==> src/shift_storage_cfg.svh <==
// Offsets, field positions, reset values and sizes of the shift/storage register block
`ifndef SHIFT_STORAGE_CFG_SVH
`define SHIFT_STORAGE_CFG_SVH

// ----------------------------------------------------------------------------
// Sizes
// ----------------------------------------------------------------------------
`define SSR_WIDTH           8
`define SSR_FIFO_DEPTH      16
`define SSR_ADDR_WIDTH      12

// ----------------------------------------------------------------------------
// Register byte offsets
// ----------------------------------------------------------------------------
`define SSR_ADDR_CTRL       12'h000
`define SSR_ADDR_STATUS     12'h004
`define SSR_ADDR_PRESET     12'h008
`define SSR_ADDR_LOADS      12'h00c

// ----------------------------------------------------------------------------
// Field positions
// ----------------------------------------------------------------------------
`define SSR_CTRL_PRESET_SRC 0
`define SSR_CTRL_FLUSH      1
`define SSR_STAT_OE         8
`define SSR_STAT_FULL       9
`define SSR_STAT_EMPTY      10
`define SSR_STAT_LEVEL_LO   11

// ----------------------------------------------------------------------------
// Reset values
// ----------------------------------------------------------------------------
`define SSR_REG_RESET       8'h00
`define SSR_LOADS_RESET     16'h0000

`endif

==> src/shift_storage_pkg.sv <==
// Types shared by the shift/storage register block
package shift_storage_pkg;

	// ------------------------------------------------------------------------
	// Operation selected by {op_select_hi, op_select_lo}
	// ------------------------------------------------------------------------
	typedef enum logic [1:0] {
		MODE_HOLD  = 2'b00,
		MODE_RIGHT = 2'b01,
		MODE_LOAD  = 2'b11,
		MODE_LEFT  = 2'b10
	} op_mode_e;

	// ------------------------------------------------------------------------
	// One sample of every pin input
	// ------------------------------------------------------------------------
	typedef struct packed {
		logic       sync_clear_n;
		logic       op_select_hi;
		logic       op_select_lo;
		logic       pin_drive_en_a_n;
		logic       pin_drive_en_b_n;
		logic       serial_in_right;
		logic       serial_in_left;
		logic [7:0] shared_bus_pins;
	} pin_sample_s;

endpackage

==> src/preset_fifo.sv <==
// Small FIFO holding preset words for parallel loads
`timescale 1ns/1ps
module preset_fifo #(
	parameter int WIDTH = 8,
	parameter int DEPTH = 16
) (
	// Clock and reset
	input  wire logic                         clk_i,
	input  wire logic                         reset_n_i,
	input  wire logic                         flush_i,
	// Fill side
	input  wire logic                         in_valid_i,
	output logic                              in_ready_o,
	input  wire logic [WIDTH-1:0]             in_data_i,
	// Drain side
	output logic                              out_valid_o,
	input  wire logic                         out_ready_i,
	output logic [WIDTH-1:0]                  out_data_o,
	output logic [$clog2(DEPTH+1)-1:0]        level_o
);
	localparam int AW = $clog2(DEPTH);
	localparam int CW = $clog2(DEPTH+1);
	localparam logic [CW-1:0] FULL_LEVEL = CW'(DEPTH);
	localparam logic [AW-1:0] LAST_SLOT  = AW'(DEPTH - 1);

	logic [WIDTH-1:0] mem [DEPTH];
	logic [AW-1:0]    wr_ptr;
	logic [AW-1:0]    rd_ptr;
	logic [CW-1:0]    count;
	logic             push;
	logic             pop;
	logic [AW-1:0]    next_rd;
	logic [WIDTH-1:0] head;

	assign in_ready_o  = (count != FULL_LEVEL);
	assign out_valid_o = (count != '0);
	assign out_data_o  = head;
	assign next_rd     = !pop ? rd_ptr : (rd_ptr == LAST_SLOT) ? '0 : rd_ptr + 1'b1;
	assign level_o     = count;
	assign push        = in_valid_i & in_ready_o;
	assign pop         = out_valid_o & out_ready_i;

	// Storage carries no reset; only pointers decide what is valid
	always_ff @(posedge clk_i) begin
		if (push) begin
			mem[wr_ptr] <= in_data_i;
		end
	end

	// Head word from a register; a push into the coming head slot bypasses the array
	always_ff @(posedge clk_i) begin
		head <= (push && wr_ptr == next_rd) ? in_data_i : mem[next_rd];
	end

	always_ff @(posedge clk_i or negedge reset_n_i) begin
		if (!reset_n_i) begin
			wr_ptr <= '0;
			rd_ptr <= '0;
			count  <= '0;
		end else if (flush_i) begin
			wr_ptr <= '0;
			rd_ptr <= '0;
			count  <= '0;
		end else begin
			if (push) begin
				wr_ptr <= (wr_ptr == LAST_SLOT) ? '0 : wr_ptr + 1'b1;
			end
			if (pop) begin
				rd_ptr <= (rd_ptr == LAST_SLOT) ? '0 : rd_ptr + 1'b1;
			end
			count <= count + CW'(push) - CW'(pop);
		end
	end
endmodule

==> src/universal_shift_storage_reg8.sv <==
// Eight-bit universal shift/storage register with shared bus pins and APB access
// ----------------------------------------------------------------------------
// How it works
// - Eight flip-flop bits change on the rising edge of the clock, and at once when reset_n_i goes low.
// - The two select inputs pick the operation done at each edge while clear is off.
// - A low synchronous clear overrides the selects and zeroes all bits at the third rising edge after it goes low.
// - Apart from clear there are exactly four operations: hold, right, left and load.
// - Parallel load captures each shared bus pin into its register bit, or the next preset word when preset_src is set and the FIFO is not empty.
// - Shift right puts the right serial input in bit 0 and moves bit n to bit n+1.
// - Shift left puts the left serial input in bit 7 and moves bit n to bit n-1.
// - The register bits are driven onto the shared bus pins while the drivers are on.
// - Either active-low drive enable high turns the shared bus drivers off.
// - Both selects high also turn the shared bus drivers off, ready for a load.
// - Shift, load, hold and clear keep working while the drivers are off.
// - Bit 0 and bit 7 are driven all the time on two serial taps for cascading.
// ----------------------------------------------------------------------------
//
// Local design decisions: the APB register port and the address map.
`timescale 1ns/1ps
`include "shift_storage_cfg.svh"

module universal_shift_storage_reg8 #(
	parameter int WIDTH      = `SSR_WIDTH,
	parameter int FIFO_DEPTH = `SSR_FIFO_DEPTH
) (
	// Clock and reset
	input  wire logic                       mclk_i,
	input  wire logic                       reset_n_i,
	// Control pins
	input  wire logic                       sync_clear_n_i,
	input  wire logic                       op_select_hi_i,
	input  wire logic                       op_select_lo_i,
	input  wire logic                       pin_drive_en_a_n_i,
	input  wire logic                       pin_drive_en_b_n_i,
	// Serial pins
	input  wire logic                       serial_in_right_i,
	input  wire logic                       serial_in_left_i,
	output logic                            tap_bit_low_o,
	output logic                            tap_bit_high_o,
	// Shared bus pins
	input  wire logic [WIDTH-1:0]           shared_bus_pins_i,
	output logic [WIDTH-1:0]                shared_bus_pins_o,
	output logic                            shared_bus_pins_oe_o,
	// APB slave
	input  wire logic                       psel_i,
	input  wire logic                       penable_i,
	input  wire logic                       pwrite_i,
	input  wire logic [`SSR_ADDR_WIDTH-1:0] paddr_i,
	input  wire logic [31:0]                pwdata_i,
	output logic [31:0]                     prdata_o,
	output logic                            pready_o,
	output logic                            pslverr_o
);
	localparam int LW = $clog2(FIFO_DEPTH + 1);

	// ------------------------------------------------------------------------
	// Functions
	// ------------------------------------------------------------------------
	function automatic logic drivers_on(input logic en_a_n, input logic en_b_n,
			input shift_storage_pkg::op_mode_e mode);
		drivers_on = !en_a_n && !en_b_n && (mode != shift_storage_pkg::MODE_LOAD);
	endfunction

	function automatic logic addr_mapped(input logic [`SSR_ADDR_WIDTH-1:0] a);
		addr_mapped = (a == `SSR_ADDR_CTRL) || (a == `SSR_ADDR_STATUS) ||
			(a == `SSR_ADDR_PRESET) || (a == `SSR_ADDR_LOADS);
	endfunction

	// ------------------------------------------------------------------------
	// Pin synchronisers
	// ------------------------------------------------------------------------
	shift_storage_pkg::pin_sample_s pins_meta;
	shift_storage_pkg::pin_sample_s pins;
	shift_storage_pkg::pin_sample_s pins_raw;
	shift_storage_pkg::op_mode_e    mode;

	assign pins_raw = '{
		sync_clear_n:     sync_clear_n_i,
		op_select_hi:     op_select_hi_i,
		op_select_lo:     op_select_lo_i,
		pin_drive_en_a_n: pin_drive_en_a_n_i,
		pin_drive_en_b_n: pin_drive_en_b_n_i,
		serial_in_right:  serial_in_right_i,
		serial_in_left:   serial_in_left_i,
		shared_bus_pins:  shared_bus_pins_i
	};

	// Clear and enables reset to their inactive level
	always_ff @(posedge mclk_i or negedge reset_n_i) begin
		if (!reset_n_i) begin
			pins_meta <= '{sync_clear_n: 1'b1, pin_drive_en_a_n: 1'b1,
				pin_drive_en_b_n: 1'b1, default: '0};
			pins      <= '{sync_clear_n: 1'b1, pin_drive_en_a_n: 1'b1,
				pin_drive_en_b_n: 1'b1, default: '0};
		end else begin
			pins_meta <= pins_raw;
			pins      <= pins_meta;
		end
	end

	assign mode = shift_storage_pkg::op_mode_e'({pins.op_select_hi, pins.op_select_lo});

	// ------------------------------------------------------------------------
	// Preset FIFO
	// ------------------------------------------------------------------------
	logic             preset_src;
	logic             fifo_flush;
	logic             fifo_in_valid;
	logic             fifo_in_ready;
	logic             fifo_out_valid;
	logic             fifo_take;
	logic [WIDTH-1:0] fifo_out_data;
	logic [LW-1:0]    fifo_level;

	// Preset words replace the pins only when a load actually happens
	assign fifo_take = pins.sync_clear_n && (mode == shift_storage_pkg::MODE_LOAD) &&
		preset_src && fifo_out_valid;

	preset_fifo #(
		.WIDTH (WIDTH),
		.DEPTH (FIFO_DEPTH)
	) u_preset_fifo (
		.clk_i       (mclk_i),
		.reset_n_i   (reset_n_i),
		.flush_i     (fifo_flush),
		.in_valid_i  (fifo_in_valid),
		.in_ready_o  (fifo_in_ready),
		.in_data_i   (pwdata_i[WIDTH-1:0]),
		.out_valid_o (fifo_out_valid),
		.out_ready_i (fifo_take),
		.out_data_o  (fifo_out_data),
		.level_o     (fifo_level)
	);

	// ------------------------------------------------------------------------
	// Storage bits
	// ------------------------------------------------------------------------
	logic [WIDTH-1:0] bits;
	logic [WIDTH-1:0] next_bits;
	logic [WIDTH-1:0] load_word;

	// Pins are only valid for a load because the far side drives them then
	assign load_word = fifo_take ? fifo_out_data : pins.shared_bus_pins;

	for (genvar n = 0; n < WIDTH; n++) begin : g_stage
		logic from_low;
		logic from_high;
		assign from_low  = (n == 0) ? pins.serial_in_right : bits[(n == 0) ? 0 : n - 1];
		assign from_high = (n == WIDTH - 1) ? pins.serial_in_left :
			bits[(n == WIDTH - 1) ? n : n + 1];
		always_comb begin
			if (!pins.sync_clear_n) begin
				next_bits[n] = 1'b0;
			end else begin
				case (mode)
					shift_storage_pkg::MODE_HOLD:  next_bits[n] = bits[n];
					shift_storage_pkg::MODE_RIGHT: next_bits[n] = from_low;
					shift_storage_pkg::MODE_LEFT:  next_bits[n] = from_high;
					shift_storage_pkg::MODE_LOAD:  next_bits[n] = load_word[n];
					default:                       next_bits[n] = bits[n];
				endcase
			end
		end
	end

	// Driver state has no say here, so operations go on with drivers off
	always_ff @(posedge mclk_i or negedge reset_n_i) begin
		if (!reset_n_i) begin
			bits <= `SSR_REG_RESET;
		end else begin
			bits <= next_bits;
		end
	end

	// ------------------------------------------------------------------------
	// Pin drivers and taps
	// ------------------------------------------------------------------------
	always_ff @(posedge mclk_i or negedge reset_n_i) begin
		if (!reset_n_i) begin
			shared_bus_pins_oe_o <= 1'b0;
		end else begin
			shared_bus_pins_oe_o <= drivers_on(pins.pin_drive_en_a_n,
				pins.pin_drive_en_b_n, mode);
		end
	end

	assign shared_bus_pins_o = bits;
	assign tap_bit_low_o     = bits[0];
	assign tap_bit_high_o    = bits[WIDTH-1];

	// ------------------------------------------------------------------------
	// APB slave
	// ------------------------------------------------------------------------
	logic        access;
	logic        finish;
	logic        hit_preset;
	logic        push_stall;
	logic [15:0] load_count;
	logic [31:0] read_word;

	assign access     = psel_i && penable_i;
	assign finish     = access && pready_o;
	assign hit_preset = (paddr_i == `SSR_ADDR_PRESET);
	// A full FIFO holds the write in its access phase until a load drains it
	assign push_stall    = pwrite_i && hit_preset && !fifo_in_ready;
	assign fifo_in_valid = finish && pwrite_i && hit_preset;
	assign fifo_flush    = finish && pwrite_i && (paddr_i == `SSR_ADDR_CTRL) &&
		pwdata_i[`SSR_CTRL_FLUSH];

	always_comb begin
		read_word = '0;
		case (paddr_i)
			`SSR_ADDR_CTRL: begin
				read_word[`SSR_CTRL_PRESET_SRC] = preset_src;
			end
			`SSR_ADDR_STATUS: begin
				read_word[WIDTH-1:0]             = bits;
				read_word[`SSR_STAT_OE]          = shared_bus_pins_oe_o;
				read_word[`SSR_STAT_FULL]        = !fifo_in_ready;
				read_word[`SSR_STAT_EMPTY]       = !fifo_out_valid;
				read_word[`SSR_STAT_LEVEL_LO +: LW] = fifo_level;
			end
			`SSR_ADDR_LOADS: begin
				read_word[15:0] = load_count;
			end
			default: begin
				read_word = '0;
			end
		endcase
	end

	// Answer one cycle into the access phase; pready and data from flops
	always_ff @(posedge mclk_i or negedge reset_n_i) begin
		if (!reset_n_i) begin
			pready_o  <= 1'b0;
			prdata_o  <= '0;
			pslverr_o <= 1'b0;
		end else begin
			pready_o <= access && !pready_o && !push_stall;
			if (access && !pready_o) begin
				prdata_o  <= pwrite_i ? 32'h0000_0000 : read_word;
				pslverr_o <= !addr_mapped(paddr_i);
			end else begin
				pslverr_o <= 1'b0;
			end
		end
	end

	always_ff @(posedge mclk_i or negedge reset_n_i) begin
		if (!reset_n_i) begin
			preset_src <= 1'b0;
		end else if (finish && pwrite_i && (paddr_i == `SSR_ADDR_CTRL)) begin
			preset_src <= pwdata_i[`SSR_CTRL_PRESET_SRC];
		end
	end

	// Counter of loads; a load in the same cycle as a software clear restarts the count at one
	always_ff @(posedge mclk_i or negedge reset_n_i) begin
		if (!reset_n_i) begin
			load_count <= `SSR_LOADS_RESET;
		end else if (pins.sync_clear_n && mode == shift_storage_pkg::MODE_LOAD) begin
			load_count <= (finish && pwrite_i && paddr_i == `SSR_ADDR_LOADS) ?
				16'h0001 : load_count + 16'h0001;
		end else if (finish && pwrite_i && paddr_i == `SSR_ADDR_LOADS) begin
			load_count <= `SSR_LOADS_RESET;
		end
	end
endmodule

==> config.mk <==
export PLATFORM = sky130hd
export DESIGN_NAME = universal_shift_storage_reg8
export DESIGN_NICKNAME = d
export VERILOG_FILES = /design/src/shift_storage_pkg.sv /design/src/preset_fifo.sv /design/src/universal_shift_storage_reg8.sv
export VERILOG_INCLUDE_DIRS = /design/src
export SDC_FILE = /design/constraint.sdc
export NUM_CORES = 1
export LEC_CHECK = 0
export ABC_AREA = 0
export BUFFER_PORTS_ARGS = -buffer_cell sky130_fd_sc_hd__buf_2
export CORE_UTILIZATION = 52
export DETAILED_ROUTE_END_ITERATION = 6
export GPL_TIMING_DRIVEN = 0
export PLACE_DENSITY = 0.82
export SLEW_MARGIN = 20
export SYNTH_ARGS = -nofsm -noshare
export SYNTH_HDL_FRONTEND = slang
export SYNTH_SLANG_ARGS = --single-unit
==> constraint.sdc <==
create_clock -name mclk_i -period 3.9 [get_ports mclk_i]
set_clock_uncertainty 0.2 [all_clocks]
set_input_delay 0.585 -clock mclk_i [delete_from_list [all_inputs] [get_ports mclk_i]]
set_output_delay 0.585 -clock mclk_i [all_outputs]
set_load 0.02 [all_outputs]
==> qor.txt <==
Max-slew violations: 0
Seq cells post-synth: 219
Yosys cell types: 66
Worst-Skew Late Latency: 0.50 ns
Antenna Nets Post-Route: 0
Total chip power: 4.954 mW
Tmin final: 3.440 ns
Switching power: 1.219 mW
Vias/cell: 6.199
DRC: 0
Slowest CP cell: or4b_1
Fin area: 0.01076 mm^2
Total grt overflow: 0
# placed instances: 912
Clk network pwr share: 0.370
Area growth syn-to-layout: 15.67%
Worst hold endpoint: pins_meta[4]$_DFF_PN0_
Die span in x: 135.7 um
Ant. Diodes: 0
Max Cap Violations: 0
Endpoints failing hold: 0
Worst setup EP type: flop
Area leader, netlist: edfxtp_1
Sequential share of the synthesized area: 0.6568
Routability cong.: 0.8810
Antenna violations before repair: 0
Class of the worst hold path: input port to flop
Async SR Flop Fraction: 0.3973
Internal power: 3.735 mW
CP cell instances: inv_1 -> ha_1 -> or4b_1 -> buf_2 -> nand3_1 -> inv_2 -> ha_1 -> inv_1 -> ha_1 -> inv_1 -> fa_1 -> nor2b_1 -> o21bai_1 -> nand3_1 -> nor3b_1
TritonCTS Buffers: 21
Arrival time at the worst endpoint: 3.64 ns
Worst R2R End: u_preset_fifo.level_o[4]$_DFF_PN0_
Die ar.: 0.01842 mm^2
Reg2Reg Depth: 15
Netlist Area Pre-Place: 0.009300 mm^2
RSZ-0062 raised after global routing: no
GRT Util Overall: 0.2434
Setup tns final: 0 ns
Max VDD drop: 0.4049 mV
Initial Util: 0.5358
Crit start category: flop
Pwr per Cell Area: 460.5 mW/mm^2
H-tree Lvls: 1
Peak Freq: 290.7 MHz
Yosys warns: 0
Least-Margin Pin Slew: 0.6502 ns
Global-route wire length before repair: 33,280 um
Post-Synthesis Cells: 602
Synth Flop Type: edfxtp_1
Routed via count: 5,951
Synth top area share: 0.4133
Largest cells by area after synthesis: edfxtp_1 41%, dfrtp_1 22%, mux4_2 7.5%
Setup Buffers After CTS: 0
Clk sink count: 219
Critical path buffers and inverters: 5
Die height: 135.7 um
Hold path startpoint: shared_bus_pins_i[4]
Critical Path RT: 4.10 ns
Filler instances: 1,233
Root Buffer: clkbuf_16
Crit share post-route: 0.8821
IO Count: 109
Critical path fanouts, max: 7
Max_slew headroom: 0.5662
Avg Cell Area, Syn: 15.45 um^2
RR Startpoint: u_preset_fifo.level_o[2]$_DFF_PN0_
CTS tree: built
Final WL: 21,680 um
Sequential share of power: 0.546
Non-filler instance count after layout: 960
Worst path max stage delay: 0.46 ns
Combinational power share: 0.084
Placed cell area: 0.01002 mm^2
CTS Buffer Depth: 3
Lkg Pwr: 4.128 nW
Hold Path Stages: 1
Post-layout nets: 800
DR WL/cell: 22.59 um
Status: complete, no violations
Vias in the first global route: 5,983
Detailed-placement wirelength estimate: 14,110 um
R2R Setup Slk: 0.46 ns
Core Area: 0.01736 mm^2
Final WS setup: 0.4600 ns
Port Buf Inserts: 68
Pre-CTS setup slack: 0.4983 ns
Share of cells above drive strength 1: 0.2789
# rows: 48
Total setup violations reported at the end of the flow: 0
Number of synthesized flops with an enable pin: 128
Critical path class: flop to flop
Largest net degree at the start of global routing: 50
Router iterations before antenna repair: 5
Top Family by Delay on Critical Path: simple AND/OR/NAND/NOR gates
Clock transition at path regs: 0.06 ns
DR iter-0 viols: 721
Critical path origin: u_preset_fifo.level_o[2]$_DFF_PN0_
Sw Ratio: 0.2460
## synthesized netlist by cell type (all sizes together), types with 10 or more instances
| library cell | instances |
|---|---|
| edfxtp | 128 |
| dfrtp | 81 |
| buf | 35 |
| mux4 | 31 |
| nor2 | 21 |
| o21ai | 20 |
| inv | 18 |
| mux2 | 18 |
| a21oi | 17 |
| a221o | 16 |
| nand4 | 15 |
| nor3 | 15 |
| clkbuf | 14 |
| ha | 12 |
| nand2 | 12 |
| nand3 | 12 |
| and2 | 11 |
| o22ai | 10 |
## registers in the layout, indices dropped and copies added, names as in the netlist, named ones only
signal	count
pslverr_o	1
mode	2
pins	11
u_preset_fifo.rd_ptr	4
prdata_o	16
preset_src	1
g_stage.from_low	1
pins_meta	15
u_preset_fifo.wr_ptr	4
shared_bus_pins_o	8
load_count	16
u_preset_fifo.level_o	5
pready_o	1
shared_bus_pins_oe_o	1
g_stage.from_high	1
u_preset_fifo.mem	128
## cell type report
class                           count  area [um^2]  area share
Buffer                             49        295.3     0.02745
Clock buffer                       25        550.5     0.05117
Clock inverter                     10        56.30    0.005234
Inverter                           18        67.56    0.006281
Multi-Input combinational cell    331         2890      0.2687
Sequential cell                   219         6108      0.5678
Tap cell                          225        281.5     0.02617
Timing Repair Buffer               83        508.0     0.04722
## layout by cell type, fill, tap and decap left out, types with 3 or more instances in the layout
cell,n
nand2_1,12
and2_1,11
o22a_1,6
nor2_1,19
o31a_1,4
edfxtp_1,128
dfxtp_1,4
dlygate4sd3_1,13
a21oi_1,17
a221o_1,16
mux2_2,17
inv_1,17
and3_1,4
clkinv_2,7
ha_1,12
xnor2_1,8
mux4_2,31
or3_1,3
and4_1,8
o31ai_1,3
nor2b_1,6
dfrtp_1,81
clkbuf_16,21
nand3_1,11
buf_4,24
nor4_1,7
and4b_1,8
dfstp_2,6
nor3_1,13
nand4_1,13
o22ai_1,10
buf_2,78
conb_1,16
clkbuf_1,17
o21ai_0,20
mux2i_1,4
a311oi_1,7
a31oi_1,3
xor2_1,6
## metrics by stage
stage / utilization / hold WS [ns]
floorplan: - / 0.08941
global placement: 0.5749 / 0.1372
detailed placement: 0.5774 / 0.1371
CTS: 0.6198 / 0.0006879
global route: 0.6198 / 0.002850
finish: 0.6198 / 0.004787
## how the worst max path moves through the flow
stage | cells past startpoint | to
after detailed placement | 12 | u_preset_fifo.level_o[4]$_DFF_PN0_
after CTS | 15 | u_preset_fifo.level_o[4]$_DFF_PN0_
after global placement | 6 | u_preset_fifo.mem[7][7]$_DFFE_PP_
final | 15 | u_preset_fifo.level_o[4]$_DFF_PN0_
after floorplan | 15 | u_preset_fifo.level_o[4]$_DFF_PN0_
after global routing | 15 | u_preset_fifo.level_o[4]$_DFF_PN0_
## what timing repair did
action	in CTS	in global routing
hold buffers	13	0
gates resized for setup	0	0
endpoints found under the setup margin	0	0
hold endpoints to repair	44	0
## layer usage
layer | vias to the layer above | wire, um | GRT usage
li1 | 2574 | - | -
met1 | 2960 | 8283 | 0.3220
met2 | 349 | 10750 | 0.4028
met3 | 68 | 1812 | 0.03330
met4 | 0 | 834 | 0.1074
met5 | - | 0 | 0
## power groups by stage
stage | Clock, mW | Combinational, mW | Sequential, mW
3_3_place_gp | 0 | 0.364 | 2.74
3_5_place_dp | 0 | 0.395 | 2.74
4_1_cts | 1.85 | 0.412 | 2.70
2_1_floorplan | 0 | 0.263 | 2.71
5_1_grt | 1.93 | 0.459 | 2.72
6_report | 1.83 | 0.415 | 2.70
## cells by family after synthesis
family / count (synthesis) / synth area share
and+or+nand+nor: 140 / 0.09727
muxes: 53 / 0.1016
other: 1 / 0.0004032
adders and majority gates: 13 / 0.01830
DFF: 219 / 0.6568
AOI/OAI and AO/OA: 95 / 0.07346
xor gates and xnor gates: 14 / 0.01318
buffers and inverters: 67 / 0.03901
Note: power is estimated with default switching activity, not from simulation.
